File: src/hw/pea_pkg.sv
// shared constants and types of the power and energy accumulator
package pea_pkg;

  // register byte offsets
  localparam logic [5:0] PEA_OFS_CTRL = 6'h00;
  localparam logic [5:0] PEA_OFS_RANGE = 6'h04;
  localparam logic [5:0] PEA_OFS_CMD = 6'h08;
  localparam logic [5:0] PEA_OFS_BASE_LO = 6'h0c;
  localparam logic [5:0] PEA_OFS_BASE_HI = 6'h10;
  localparam logic [5:0] PEA_OFS_FULL = 6'h14;
  localparam logic [5:0] PEA_OFS_BUS = 6'h18;
  localparam logic [5:0] PEA_OFS_SENSE = 6'h1c;
  localparam logic [5:0] PEA_OFS_POWER = 6'h20;
  localparam logic [5:0] PEA_OFS_ACC_LO = 6'h24;
  localparam logic [5:0] PEA_OFS_ACC_HI = 6'h28;
  localparam logic [5:0] PEA_OFS_TALLY = 6'h2c;
  localparam logic [5:0] PEA_OFS_STATUS = 6'h30;

  // control field positions
  localparam int PEA_CTRL_SRC_LSB = 0;
  localparam int PEA_CTRL_AA_BIT = 2;
  localparam int PEA_CTRL_RATE_LSB = 3;
  localparam int PEA_RANGE_BUS_LSB = 0;
  localparam int PEA_RANGE_SNS_LSB = 2;
  localparam int PEA_FULL_CNT_LSB = 6;
  localparam int PEA_CMD_FULL_BIT = 0;
  localparam int PEA_CMD_VOLT_BIT = 1;
  localparam int PEA_CMD_GEN_BIT = 2;

  // accumulate source encodings
  localparam logic [1:0] PEA_SRC_POWER = 2'h0;
  localparam logic [1:0] PEA_SRC_SENSE = 2'h1;
  localparam logic [1:0] PEA_SRC_BUS = 2'h2;

  // channel range encodings
  localparam logic [1:0] PEA_RNG_UNI = 2'h0;
  localparam logic [1:0] PEA_RNG_BI = 2'h1;
  localparam logic [1:0] PEA_RNG_HALF = 2'h2;

  // sample rate codes and adaptive shift of each (log2 of 8192/rate)
  localparam logic [2:0] PEA_RATE_8192 = 3'h0;
  localparam logic [2:0] PEA_RATE_4096 = 3'h1;
  localparam logic [2:0] PEA_RATE_1024 = 3'h2;
  localparam logic [2:0] PEA_RATE_256 = 3'h3;
  localparam logic [2:0] PEA_RATE_64 = 3'h4;
  localparam logic [2:0] PEA_RATE_8 = 3'h5;
  localparam logic [3:0] PEA_SH_8192 = 4'h0;
  localparam logic [3:0] PEA_SH_4096 = 4'h1;
  localparam logic [3:0] PEA_SH_1024 = 4'h3;
  localparam logic [3:0] PEA_SH_256 = 4'h5;
  localparam logic [3:0] PEA_SH_64 = 4'h7;
  localparam logic [3:0] PEA_SH_8 = 4'ha;

  // sample tally fullness levels
  localparam logic [1:0] PEA_CLIM_3Q = 2'h0;
  localparam logic [1:0] PEA_CLIM_7E = 2'h1;
  localparam logic [1:0] PEA_CLIM_15S = 2'h2;
  localparam logic [31:0] PEA_CNT_3Q = 32'hc000_0000;
  localparam logic [31:0] PEA_CNT_7E = 32'he000_0000;
  localparam logic [31:0] PEA_CNT_15S = 32'hf000_0000;
  localparam logic [31:0] PEA_CNT_MAX = 32'hffff_ffff;

  // accumulator limits
  localparam logic [55:0] PEA_ACC_POS_MAX = 56'h7f_ffff_ffff_ffff;
  localparam logic [55:0] PEA_ACC_NEG_MIN = 56'h80_0000_0000_0000;

  // reset values
  localparam logic [1:0] PEA_RST_SRC = PEA_SRC_POWER;
  localparam logic [2:0] PEA_RST_RATE = PEA_RATE_1024;
  localparam logic [1:0] PEA_RST_RNG = PEA_RNG_UNI;
  localparam logic [5:0] PEA_RST_FULL_THR = 6'h3f;
  localparam logic [1:0] PEA_RST_CNT_LIM = 2'h3;

  // whole state of the top module
  typedef struct packed {
    logic ack;
    logic [31:0] rdata;
    logic [1:0] src;
    logic aa;
    logic [2:0] rate;
    logic [1:0] bus_rng;
    logic [1:0] sns_rng;
    logic [55:0] base;
    logic [5:0] full_thr;
    logic [1:0] cnt_lim;
    logic s1_vld;
    logic [15:0] s1_bus;
    logic [15:0] s1_sns;
    logic [31:0] s1_pwr;
    logic [55:0] acc;
    logic [31:0] tally;
    logic acc_sat;
    logic cnt_sat;
    logic alert_acc;
    logic alert_cnt;
    logic [15:0] rd_bus;
    logic [15:0] rd_sns;
    logic [31:0] rd_pwr;
    logic [55:0] rd_acc;
    logic [31:0] rd_tally;
  } pea_state_t;

endpackage

File: src/hw/pea_fmt_if.sv
// carrier between the accumulator core and a result formatter
`timescale 1ns/1ps
interface pea_fmt_if;
  logic [15:0] raw;
  logic [1:0] range;
  logic [15:0] shown;
  modport src (output raw, output range, input shown);
  modport fmt (input raw, input range, output shown);
endinterface

File: src/hw/pea_top.sv
// power and energy accumulator with avalon-mm register slave
//
// Summary of operation
// - power product is signed sense times signed bus, 32-bit signed
// - product and accumulator sum arithmetic is signed two's complement; the tally sum is unsigned
// - products are summed into a 56-bit accumulator
// - adaptive mode shifts slow-rate samples left to mimic 8192 sps
// - adaptive mode advances the tally by the same scale per sample
// - adaptive scaling only while its enable bit is one
// - unipolar channels read back as 16-bit unsigned results
// - bipolar channels read back as 16-bit signed results
// - sample tally is 32 bits wide
// - accumulator and tally saturate and hold until cleared
// - full or general refresh restarts accumulator from the base value
// - top six accumulator bits above threshold field raise an alert
// - tally alert at three quarters, seven eighths, 15/16 or full
// - 2-bit source field picks power, bus or sense summation
// - voltage-only refresh leaves accumulated data intact
// - half range by shifting, product keeps full precision
// - two independent 2-bit range fields, bus and sense
// - source codes: bus 10, sense 01, power 00, power at reset
// - range code 10 selects bipolar half range
// - each conversion end adds the value and advances the tally
//
// Decided for this implementation: register access over Avalon-MM and the placing of the registers.
`timescale 1ns/1ps
module pea_top (
  // clock and reset
  input wire logic ref_clk_i,
  input wire logic rst_n_i,
  // avalon-mm slave
  input wire logic [5:0] avs_address_i,
  input wire logic avs_read_i,
  input wire logic avs_write_i,
  input wire logic [31:0] avs_writedata_i,
  input wire logic [3:0] avs_byteenable_i,
  output logic [31:0] avs_readdata_o,
  output logic avs_waitrequest_o,
  // samples from the conversion sequencer
  input wire logic sample_valid_i,
  input wire logic [15:0] bus_sample_i,
  input wire logic [15:0] sense_sample_i,
  // fullness alert
  output logic alert_o
);

  pea_pkg::pea_state_t st_ff;
  pea_pkg::pea_state_t nxt_st;

  pea_fmt_if bus_fmt ();
  pea_fmt_if sns_fmt ();

  logic wr_go;
  logic rd_go;
  logic cmd_hit;
  logic ref_full;
  logic ref_any;
  logic [31:0] rd_word;
  logic [3:0] shamt;
  logic [55:0] sel_val;
  logic [55:0] addend;
  logic [32:0] inc;
  logic [55:0] acc_base;
  logic [31:0] cnt_base;
  logic acc_sat_base;
  logic cnt_sat_base;
  logic [56:0] acc_sum;
  logic [32:0] cnt_sum;
  logic [31:0] cnt_lim_val;

  // byte-enable merge of a written word
  function automatic logic [31:0] pea_merge(input logic [31:0] old_w,
                                            input logic [31:0] new_w,
                                            input logic [3:0] be);
    logic [31:0] res;
    res = old_w;
    for (int i = 0; i < 4; i++) begin
      if (be[i]) begin
        res[i*8 +: 8] = new_w[i*8 +: 8];
      end
    end
    return res;
  endfunction

  // adaptive shift for each programmed rate
  function automatic logic [3:0] pea_shift(input logic [2:0] rate);
    logic [3:0] sh;
    case (rate)
      pea_pkg::PEA_RATE_4096: begin
        sh = pea_pkg::PEA_SH_4096;
      end
      pea_pkg::PEA_RATE_1024: begin
        sh = pea_pkg::PEA_SH_1024;
      end
      pea_pkg::PEA_RATE_256: begin
        sh = pea_pkg::PEA_SH_256;
      end
      pea_pkg::PEA_RATE_64: begin
        sh = pea_pkg::PEA_SH_64;
      end
      pea_pkg::PEA_RATE_8: begin
        sh = pea_pkg::PEA_SH_8;
      end
      default: begin
        sh = pea_pkg::PEA_SH_8192;
      end
    endcase
    return sh;
  endfunction

  // result formatters, one per channel
  pea_range_fmt u_bus_fmt (
    .port(bus_fmt.fmt)
  );
  pea_range_fmt u_sns_fmt (
    .port(sns_fmt.fmt)
  );

  // formatter inputs from the latest samples
  assign bus_fmt.raw = st_ff.s1_bus;
  assign bus_fmt.range = st_ff.bus_rng;
  assign sns_fmt.raw = st_ff.s1_sns;
  assign sns_fmt.range = st_ff.sns_rng;

  // bus handshake: one wait cycle on every access
  assign wr_go = avs_write_i & st_ff.ack;
  assign rd_go = avs_read_i & ~st_ff.ack;
  assign avs_waitrequest_o = (avs_read_i | avs_write_i) & ~st_ff.ack;
  assign avs_readdata_o = st_ff.rdata;
  assign alert_o = st_ff.alert_acc | st_ff.alert_cnt;

  // refresh commands
  assign cmd_hit = wr_go & (avs_address_i == pea_pkg::PEA_OFS_CMD);
  assign ref_full = cmd_hit & avs_byteenable_i[0] &
                    (avs_writedata_i[pea_pkg::PEA_CMD_FULL_BIT] |
                     avs_writedata_i[pea_pkg::PEA_CMD_GEN_BIT]);
  assign ref_any = ref_full | (cmd_hit & avs_byteenable_i[0] &
                   avs_writedata_i[pea_pkg::PEA_CMD_VOLT_BIT]);

  // read multiplexer, unmapped offsets read zero
  always_comb begin
    rd_word = 32'h0000_0000;
    case (avs_address_i)
      pea_pkg::PEA_OFS_CTRL: begin
        rd_word[pea_pkg::PEA_CTRL_SRC_LSB +: 2] = st_ff.src;
        rd_word[pea_pkg::PEA_CTRL_AA_BIT] = st_ff.aa;
        rd_word[pea_pkg::PEA_CTRL_RATE_LSB +: 3] = st_ff.rate;
      end
      pea_pkg::PEA_OFS_RANGE: begin
        rd_word[pea_pkg::PEA_RANGE_BUS_LSB +: 2] = st_ff.bus_rng;
        rd_word[pea_pkg::PEA_RANGE_SNS_LSB +: 2] = st_ff.sns_rng;
      end
      pea_pkg::PEA_OFS_BASE_LO: begin
        rd_word = st_ff.base[31:0];
      end
      pea_pkg::PEA_OFS_BASE_HI: begin
        rd_word[23:0] = st_ff.base[55:32];
      end
      pea_pkg::PEA_OFS_FULL: begin
        rd_word[5:0] = st_ff.full_thr;
        rd_word[pea_pkg::PEA_FULL_CNT_LSB +: 2] = st_ff.cnt_lim;
      end
      pea_pkg::PEA_OFS_BUS: begin
        rd_word[15:0] = st_ff.rd_bus;
      end
      pea_pkg::PEA_OFS_SENSE: begin
        rd_word[15:0] = st_ff.rd_sns;
      end
      pea_pkg::PEA_OFS_POWER: begin
        rd_word = st_ff.rd_pwr;
      end
      pea_pkg::PEA_OFS_ACC_LO: begin
        rd_word = st_ff.rd_acc[31:0];
      end
      pea_pkg::PEA_OFS_ACC_HI: begin
        rd_word[23:0] = st_ff.rd_acc[55:32];
      end
      pea_pkg::PEA_OFS_TALLY: begin
        rd_word = st_ff.rd_tally;
      end
      pea_pkg::PEA_OFS_STATUS: begin
        rd_word[3:0] = {st_ff.cnt_sat, st_ff.acc_sat,
                        st_ff.alert_cnt, st_ff.alert_acc};
      end
      default: begin
        rd_word = 32'h0000_0000;
      end
    endcase
  end

  // addend selection and adaptive scaling
  always_comb begin
    shamt = st_ff.aa ? pea_shift(st_ff.rate) : 4'h0;
    case (st_ff.src)
      pea_pkg::PEA_SRC_SENSE: begin
        sel_val = {{40{st_ff.s1_sns[15]}}, st_ff.s1_sns};
      end
      pea_pkg::PEA_SRC_BUS: begin
        sel_val = {{40{st_ff.s1_bus[15]}}, st_ff.s1_bus};
      end
      default: begin
        sel_val = {{24{st_ff.s1_pwr[31]}}, st_ff.s1_pwr};
      end
    endcase
    addend = sel_val << shamt;
    inc = 33'h0_0000_0001 << shamt;
  end

  // sums from the refreshed or running base
  always_comb begin
    acc_base = ref_full ? st_ff.base : st_ff.acc;
    cnt_base = ref_full ? 32'h0000_0000 : st_ff.tally;
    acc_sat_base = st_ff.acc_sat & ~ref_full;
    cnt_sat_base = st_ff.cnt_sat & ~ref_full;
    acc_sum = {acc_base[55], acc_base} + {addend[55], addend};
    cnt_sum = {1'b0, cnt_base} + inc;
    case (st_ff.cnt_lim)
      pea_pkg::PEA_CLIM_3Q: begin
        cnt_lim_val = pea_pkg::PEA_CNT_3Q;
      end
      pea_pkg::PEA_CLIM_7E: begin
        cnt_lim_val = pea_pkg::PEA_CNT_7E;
      end
      pea_pkg::PEA_CLIM_15S: begin
        cnt_lim_val = pea_pkg::PEA_CNT_15S;
      end
      default: begin
        cnt_lim_val = pea_pkg::PEA_CNT_MAX;
      end
    endcase
  end

  // next state
  always_comb begin
    nxt_st = st_ff;
    nxt_st.ack = (avs_read_i | avs_write_i) & ~st_ff.ack;
    if (rd_go) begin
      nxt_st.rdata = rd_word;
    end
    // configuration writes
    if (wr_go) begin
      case (avs_address_i)
        pea_pkg::PEA_OFS_CTRL: begin
          if (avs_byteenable_i[0]) begin
            nxt_st.src = avs_writedata_i[pea_pkg::PEA_CTRL_SRC_LSB +: 2];
            nxt_st.aa = avs_writedata_i[pea_pkg::PEA_CTRL_AA_BIT];
            nxt_st.rate = avs_writedata_i[pea_pkg::PEA_CTRL_RATE_LSB +: 3];
          end
        end
        pea_pkg::PEA_OFS_RANGE: begin
          if (avs_byteenable_i[0]) begin
            nxt_st.bus_rng =
              avs_writedata_i[pea_pkg::PEA_RANGE_BUS_LSB +: 2];
            nxt_st.sns_rng =
              avs_writedata_i[pea_pkg::PEA_RANGE_SNS_LSB +: 2];
          end
        end
        pea_pkg::PEA_OFS_BASE_LO: begin
          nxt_st.base[31:0] = pea_merge(st_ff.base[31:0],
                                        avs_writedata_i, avs_byteenable_i);
        end
        pea_pkg::PEA_OFS_BASE_HI: begin
          nxt_st.base[55:32] = 24'(pea_merge({8'h00, st_ff.base[55:32]},
                                   avs_writedata_i, avs_byteenable_i));
        end
        pea_pkg::PEA_OFS_FULL: begin
          if (avs_byteenable_i[0]) begin
            nxt_st.full_thr = avs_writedata_i[5:0];
            nxt_st.cnt_lim = avs_writedata_i[pea_pkg::PEA_FULL_CNT_LSB +: 2];
          end
        end
        default: begin
          nxt_st.src = st_ff.src;
        end
      endcase
    end
    // first stage: capture samples and form the product
    nxt_st.s1_vld = sample_valid_i;
    if (sample_valid_i) begin
      nxt_st.s1_bus = bus_sample_i;
      nxt_st.s1_sns = sense_sample_i;
      nxt_st.s1_pwr = 32'($signed(sense_sample_i) *
                          $signed(bus_sample_i));
    end
    // readable snapshot on any refresh
    if (ref_any) begin
      nxt_st.rd_bus = bus_fmt.shown;
      nxt_st.rd_sns = sns_fmt.shown;
      nxt_st.rd_pwr = st_ff.s1_pwr;
      nxt_st.rd_acc = st_ff.acc;
      nxt_st.rd_tally = st_ff.tally;
    end
    // voltage refresh alone never touches the sums
    nxt_st.acc = acc_base;
    nxt_st.tally = cnt_base;
    nxt_st.acc_sat = acc_sat_base;
    nxt_st.cnt_sat = cnt_sat_base;
    nxt_st.alert_acc = st_ff.alert_acc & ~ref_full;
    nxt_st.alert_cnt = st_ff.alert_cnt & ~ref_full;
    // second stage: accumulate at the end of each conversion
    if (st_ff.s1_vld) begin
      if (!acc_sat_base) begin
        if (acc_sum[56] != acc_sum[55]) begin
          nxt_st.acc = acc_sum[56] ? pea_pkg::PEA_ACC_NEG_MIN :
                                     pea_pkg::PEA_ACC_POS_MAX;
          nxt_st.acc_sat = 1'b1;
        end else begin
          nxt_st.acc = acc_sum[55:0];
        end
      end
      if (!cnt_sat_base) begin
        if (cnt_sum[32]) begin
          nxt_st.tally = pea_pkg::PEA_CNT_MAX;
          nxt_st.cnt_sat = 1'b1;
        end else begin
          nxt_st.tally = cnt_sum[31:0];
        end
      end
      // fullness alerts, set wins over a clearing refresh
      if (nxt_st.acc[55:50] > st_ff.full_thr) begin
        nxt_st.alert_acc = 1'b1;
      end
      if (nxt_st.tally >= cnt_lim_val) begin
        nxt_st.alert_cnt = 1'b1;
      end
    end
  end

  // state register
  always_ff @(posedge ref_clk_i or negedge rst_n_i) begin
    if (!rst_n_i) begin
      st_ff <= '0;
      st_ff.src <= pea_pkg::PEA_RST_SRC;
      st_ff.rate <= pea_pkg::PEA_RST_RATE;
      st_ff.bus_rng <= pea_pkg::PEA_RST_RNG;
      st_ff.sns_rng <= pea_pkg::PEA_RST_RNG;
      st_ff.full_thr <= pea_pkg::PEA_RST_FULL_THR;
      st_ff.cnt_lim <= pea_pkg::PEA_RST_CNT_LIM;
    end else begin
      st_ff <= nxt_st;
    end
  end

endmodule

File: src/hw/pea_range_fmt.sv
// presents one internal signed sample in its channel's readable format
`timescale 1ns/1ps
module pea_range_fmt (
  // sample and range from the core
  pea_fmt_if.fmt port
);

  logic neg;
  logic ovf;

  // unsigned, signed or half range presentation
  always_comb begin
    neg = port.raw[15];
    ovf = port.raw[15] ^ port.raw[14];
    case (port.range)
      pea_pkg::PEA_RNG_UNI: begin
        // unsigned result, negatives clip at zero
        port.shown = neg ? 16'h0000 : {port.raw[14:0], 1'b0};
      end
      pea_pkg::PEA_RNG_HALF: begin
        // half range by one bit shift, saturating
        if (ovf) begin
          port.shown = neg ? 16'h8000 : 16'h7fff;
        end else begin
          port.shown = {port.raw[14:0], 1'b0};
        end
      end
      default: begin
        port.shown = port.raw;
      end
    endcase
  end

endmodule

File: config.mk
export PLATFORM = sky130hd
export DESIGN_NAME = pea_top
export DESIGN_NICKNAME = d
export VERILOG_FILES = /design/src/hw/pea_pkg.sv /design/src/hw/pea_fmt_if.sv /design/src/hw/pea_top.sv /design/src/hw/pea_range_fmt.sv
export SDC_FILE = /design/constraint.sdc
export NUM_CORES = 2
export LEC_CHECK = 0
export BUFFER_PORTS_ARGS = -buffer_cell sky130_fd_sc_hd__buf_2
export CAP_MARGIN = 20
export CORE_ASPECT_RATIO = 1.2
export CORE_MARGIN = 2
export CORE_UTILIZATION = 40
export DETAILED_ROUTE_END_ITERATION = 8
export PLACE_DENSITY_LB_ADDON = 0.25
export SLEW_MARGIN = 10
export SYNTH_ARGS = -nofsm -noshare
export SYNTH_HDL_FRONTEND = slang
export SYNTH_SLANG_ARGS = --single-unit
export TNS_END_PERCENT = 10
File: constraint.sdc
create_clock -name ref_clk_i -period 8.3 [get_ports ref_clk_i]
set_input_delay 0 -clock ref_clk_i [delete_from_list [all_inputs] [get_ports ref_clk_i]]
set_output_delay 0 -clock ref_clk_i [all_outputs]
set_load 0.02 [all_outputs]
# Word level (Yosys, flattened, before mapping)
# Index checks and enable logic that the tools add are counted.
# op_classes
reduce_logical,14
n_eq_ne,24
bitwise,19
magnitude_cmp,2
n_mux,34
add_sub_neg,2
shift,2
n_mul,1
n_div,0
# op_table
operator,n
$mux 56,5
$mux 32,4
$pmux 56 s2,1
$mux 16,6
$mux 92,1
$pmux 30 s3,1
$pmux 16 s2,2
$pmux 8 s8,1
$add 56x56->57,1
$shl 56x4->56,1
$pmux 4 s12,1
$pmux 8 s6,1
$add 32x33->33,1
$shl 1x4->33 const A,1
$ge 32x32->1,1
$mul 16x16->32,1
$pmux 8 s4,1
$eq 6x6->1 const B,5
$reduce_and 3->1,10
$eq 6x5->1 const B,4
$pmux 2 s10,1
$pmux 4 s5,1
$pmux 2 s9,1
$eq 6x4->1 const B,2
other kinds (16),44
# word_totals
output_inout_bits,34
ff_bits,416
romBits,0
wordCells,129
mem_bits_rw,0
inputBits,79
memories,0
latchBits,0

# Depth between registers and ports, before layout
# logic_depth
ltp_word,13
depth_mapped,34
depth_no_buf,31

# Cells and area by module
# From an unflattened synthesis, not the netlist that was laid out.
# unflattened
hier_cells,3992
area_unflattened_um2,36633.9
# modules_own_cells
mod,cells_each,instances,area_per_inst_um2
pea_top,3864,1,35795.6
pea_range_fmt,64,2,419.2

# Worst setup path after synthesis
# OpenSTA, ideal clock, no wires.
# synth_path
path_kind,flip-flop to flip-flop
start,reg st_ff[415] (netlist bit)
end,reg st_ff[152] (netlist bit)
n_path_buf,5
path_stages_with_launch,30
arrival_ps,5854
setup_slack_ps,2317
cell_sequence,dfrtp_1 > nand3_1 > or4_1 > buf_2 > clkbuf_1 > clkbuf_1 > and2_1 > ha_1 > fa_1 > a21o_1 > a21oi_1 > o21a_1 > o21bai_1 > a2111oi_1 > o21a_1 > o21ai_1 > buf_2 > buf_2 > o21ai_0 > a21oi_1 > ha_1 > a21o_1 > a21oi_1 > nor2b_1 > o21ai_0 > nand2b_1 > a21oi_1 > o2111ai_1 > a31oi_1 > o31ai_1
# synth_lines
element,line_no,rtl
from (decl),pea_top.sv:47,pea_pkg::pea_state_t st_ff;
from (signal assigned),pea_top.sv:340,st_ff <= nxt_st;

==> results.md <==
Outcome:
- The run finished with clean final reports.

Power:
- The sum of internal, switching and leakage power is 18.2 mW.
- The power per unit of standard cell area is 450 nW/um2.
- VDD sags by at most 0.362 mV.
- The analysis attributes to cell leakage a power of 19.4 nW.

Yosys:
- The sequential area share after synthesis is 0.284.
- The number of instances in the synthesized netlist is 4320.
- The total standard cell area after synthesis is 36700 um2.
- The largest area contributor in the synthesized netlist is sky130_fd_sc_hd__dfrtp_1.
- Of the post-synthesis cell area, the dominant cell type holds 0.277.
- Of all flip-flops after synthesis, the portion carrying an async set or reset was 1.00.
- The number of synthesized flops with an enable pin is 0.
- The post-synthesis register bit count is 416.
- The number of unique standard cell types used by synthesis is 100.
- Ranked by total cell area, the synthesized netlist is headed by sky130_fd_sc_hd__dfrtp_1 (28%), sky130_fd_sc_hd__fa_1 (14%), sky130_fd_sc_hd__nand2_1 (11%), sky130_fd_sc_hd__ha_1 (6.7%), sky130_fd_sc_hd__mux2_2 (4.0%).
- For this run, the leading register cell type out of synthesis is sky130_fd_sc_hd__dfrtp_1.
- The Yosys step of the flow raised 0 warnings.
- The average instance in the mapped netlist occupies 8.50 um2.

Global route:
- Summed over all layers, the global routing overflow is 0.
- The first global-routing pass estimated 191000 um of wire.
- The global routing usage on met3 is 0.0292.
- The global routing usage on met2 is 0.437.
- Across every metal layer, demand over resource in global routing totals 0.262.
- Entering global routing, the biggest net connects 190 pins.
- The via count of the first global-routing pass is 31357.
- The most used routing layer is met2.
- The global routing usage on met1 is 0.343.
- The initial antenna violation count is 4.

Cells and area:
- The number of nets in the layout is 4873.
- The fraction of layout cells with a size suffix above 1 is 0.0988.
- In the layout the commonest cells are sky130_fd_sc_hd__nand2_1 (1028), sky130_fd_sc_hd__dfrtp_1 (406), sky130_fd_sc_hd__inv_1 (328), sky130_fd_sc_hd__fa_1 (264), sky130_fd_sc_hd__a21oi_1 (256).
- The most frequent standard cell in the layout excluding fill and tap cells is sky130_fd_sc_hd__nand2_1.
- The number of antenna diodes is 0.
- The post-synthesis to final-layout area growth is 10.0%.

Worst setup path:
- STA classifies the critical path endpoint as a flop.
- The delay contributed by the slowest stage of the critical path is 0.90 ns.
- Measured in cells, the most critical reg-to-reg path has a length of 23.
- The endpoint of the lowest-slack register-to-register path is st_ff[152].
- The startpoint identified for the worst register-to-register timing path is st_ff[415].
- The slowest stage cell on the critical path is sky130_fd_sc_hd__or4_4.
- The kind of start point of the critical path is a flop.
- For the worst setup path, the data required time is 8.78 ns.
- Traced cell by cell, the critical path runs through nand3_1 > or4_4 > and2_1 > ha_1 > fa_1 > a21o_1 > a21oi_1 > o21a_1 > o21bai_1 > a2111oi_1 > o21ai_1 > a31oi_4 > buf_4 > a21oi_2 > ha_1 > a21o_1 > a21o_1 > a21oi_1 > o21ai_0 > nand2_1 > o2111ai_1 > a31oi_1 > o31ai_1.
- For flop-to-flop paths, the worst setup slack is 1.23 ns.
- The type of the setup path with the least slack is flop to flop.
- Data on the critical path arrives at its endpoint at 7.54 ns.
- In this run the worst path has a maximum fanout of 43.
- The most numerous cell type found on the critical path is sky130_fd_sc_hd__a21o_1.

Place:
- The placer's final routability congestion estimate is 0.961.
- The placed wire-length estimate is 94000 um.
- The number of buffer cells added on primary ports is 112.

Die:
- The total area inside the core boundary comes to 90800 um2.
- The die covers 94200 um2.
- For this configuration, the core starts out at a cell density of 0.404.
- The number of top-level design ports is 113.
- The number of cell rows is 121.
- The die is 336 um tall.
- The chip width is 281 um.

STA:
- The worst-case headroom to the max-slew limit is 0.306.
- The share of the cycle needed by the critical path after routing is 0.851.
- Setup repair after global routing left no endpoint under its margin.
- The slew at the pin with the worst max-slew slack is 1.03 ns.
- The hold violation total from the final report is 0.
- The max-slew violation count came to 0.
- The final setup violation count is 0.
- The clock arrives with 0.0214 ns of skew.
- Static timing analysis puts the maximum clock frequency at 142 MHz.
- For the final routed database, the setup TNS stands at 0 ns.
- For the finished layout, the period the worst path requires is 7.07 ns.

Clock network:
- The clock sink count is 416.
- The number of levels the H-tree was split into is 2.
- The clock transition at the registers of the reported paths is 0.06 ns.
- The insertion delay of the later-clocked pin in the worst-skew pair is 0.60 ns.
- The root buffer cell chosen for the clock tree is sky130_fd_sc_hd__clkbuf_16.
- Once the clock tree was built, the setup fixing pass inserted 0 buffers.
- The clock tree from TritonCTS is yes.
- The maximum clock insertion buffer count is 3.
- Buffers inserted during clock tree synthesis total 46.

Route:
- In this run the remaining antenna-violating nets after routing total 0.
- The first-pass detailed-route iteration total is 6.
- The final routed DRC violation total is 0.
- The total via count in the routed design is 31233.
- Summed over all layers, the routed wires come to 123000 um.
- The routed wire length per instance is 22.2 um.
- After detailed routing, the number of vias per cell comes to 5.65.
- The first routing iteration left 2742 violations.

Flow run:
- Max-cap violations in this run came to 0.

Min path:
- The class of the most critical hold timing path is input pin to async pin.
-- final cells by class --
class,instances,area (um2)
multi-input cells,3309,24000
flip-flops and latches,416,10400
inverters,331,1240
fillers,9089,50500
well taps,1168,1460
clock inverters,18,342
clock buffers,61,1270
repair buffers,228,1690
-- sequential cells by signal, summed over array words and instances, names as in the netlist --
name and cells:
bus_fmt.range 2, bus_fmt.raw 16, sns_fmt.range 2, avs_readdata_o 32, sns_fmt.raw 16, st_ff 348
-- cell usage after synthesis (all sizes together), types with 19 or more instances --
cell type	instances
mux2	130
o21a	26
a211oi	19
and3	23
mux2i	80
nand2	1029
inv	329
clkbuf	203
ha	198
dfrtp	407
buf	70
fa	264
nand2b	34
nor3	47
nor2b	20
nor2	251
o21ai	207
a222oi	42
a221oi	56
a21o	63
xor2	29
xnor2	71
a22oi	28
a21oi	260
nand3	34
nand4	22
a31oi	48
and2	140
-- critical path: cells and delay by family, from the launching register on --
family	cells	cell delay (ns)
AO/OA/AOI/OAI	15	3.56
adder cells (fa/ha/maj)	3	0.96
buffers and inverters	1	0.31
flip-flops	1	0.41
AND/OR/NAND/NOR	4	1.68
-- metal layers --
layer	share of wire	routed length (um)
met1	0.42	51500
met2	0.47	57700
met3	0.057	6970
met4	0.052	6350
met5	0.00029	35
-- worst max path at each step --
| stage | slack [ns] | end | startpoint | cells past startpoint |
|---|---|---|---|---|
| floorplan | 2.32 | st_ff[152] | st_ff[415] | 29 |
| finish | 1.23 | st_ff[152] | st_ff[415] | 23 |
| detailed placement | 1.25 | st_ff[152] | st_ff[415] | 23 |
| global placement | 1.37 | st_ff[152] | st_ff[415] | 23 |
| CTS | 1.20 | st_ff[152] | st_ff[415] | 23 |
| global route | 0.69 | st_ff[153] | st_ff[377] | 28 |
-- power breakdown --
group / internal (mW) / switching [mW]
Combinational: 5.38 / 7.69
Sequential: 2.42 / 0.406
Clock: 1.35 / 0.910
-- per-stage QoR --
stage | instances | hold WS [ns] | instance area, um2 | util | worst slack [ns]
2_1_floorplan | 4329 | -0.296 | 36700 | - | 2.32
3_3_place_gp | 5379 | 0.168 | 38000 | 0.419 | 1.37
3_5_place_dp | 5380 | 0.180 | 38000 | 0.419 | 1.25
4_1_cts | 5530 | 0.00852 | 40400 | 0.444 | 1.20
5_1_grt | 5531 | 0.0342 | 40400 | 0.445 | 0.691
6_report | 5531 | 0.0378 | 40400 | 0.445 | 1.23
-- logic make-up after synthesis --
logic type,share of synthesized area
other,0.000102
DFF,0.284
muxes,0.0625
adders and majority gates,0.211
xor gates and xnor gates,0.0241
AOI/OAI and AO/OA,0.158
buffers and inverters,0.0670
and+or+nand+nor,0.193
-- repair_timing --
action                                 4_1_cts  5_1_grt
gates resized for setup                      0        0
hold buffers                                71        0
endpoints found under the hold margin      227        0
setup endpoints to repair                    0        0
No activity file was read; power rests on OpenSTA's default activity.
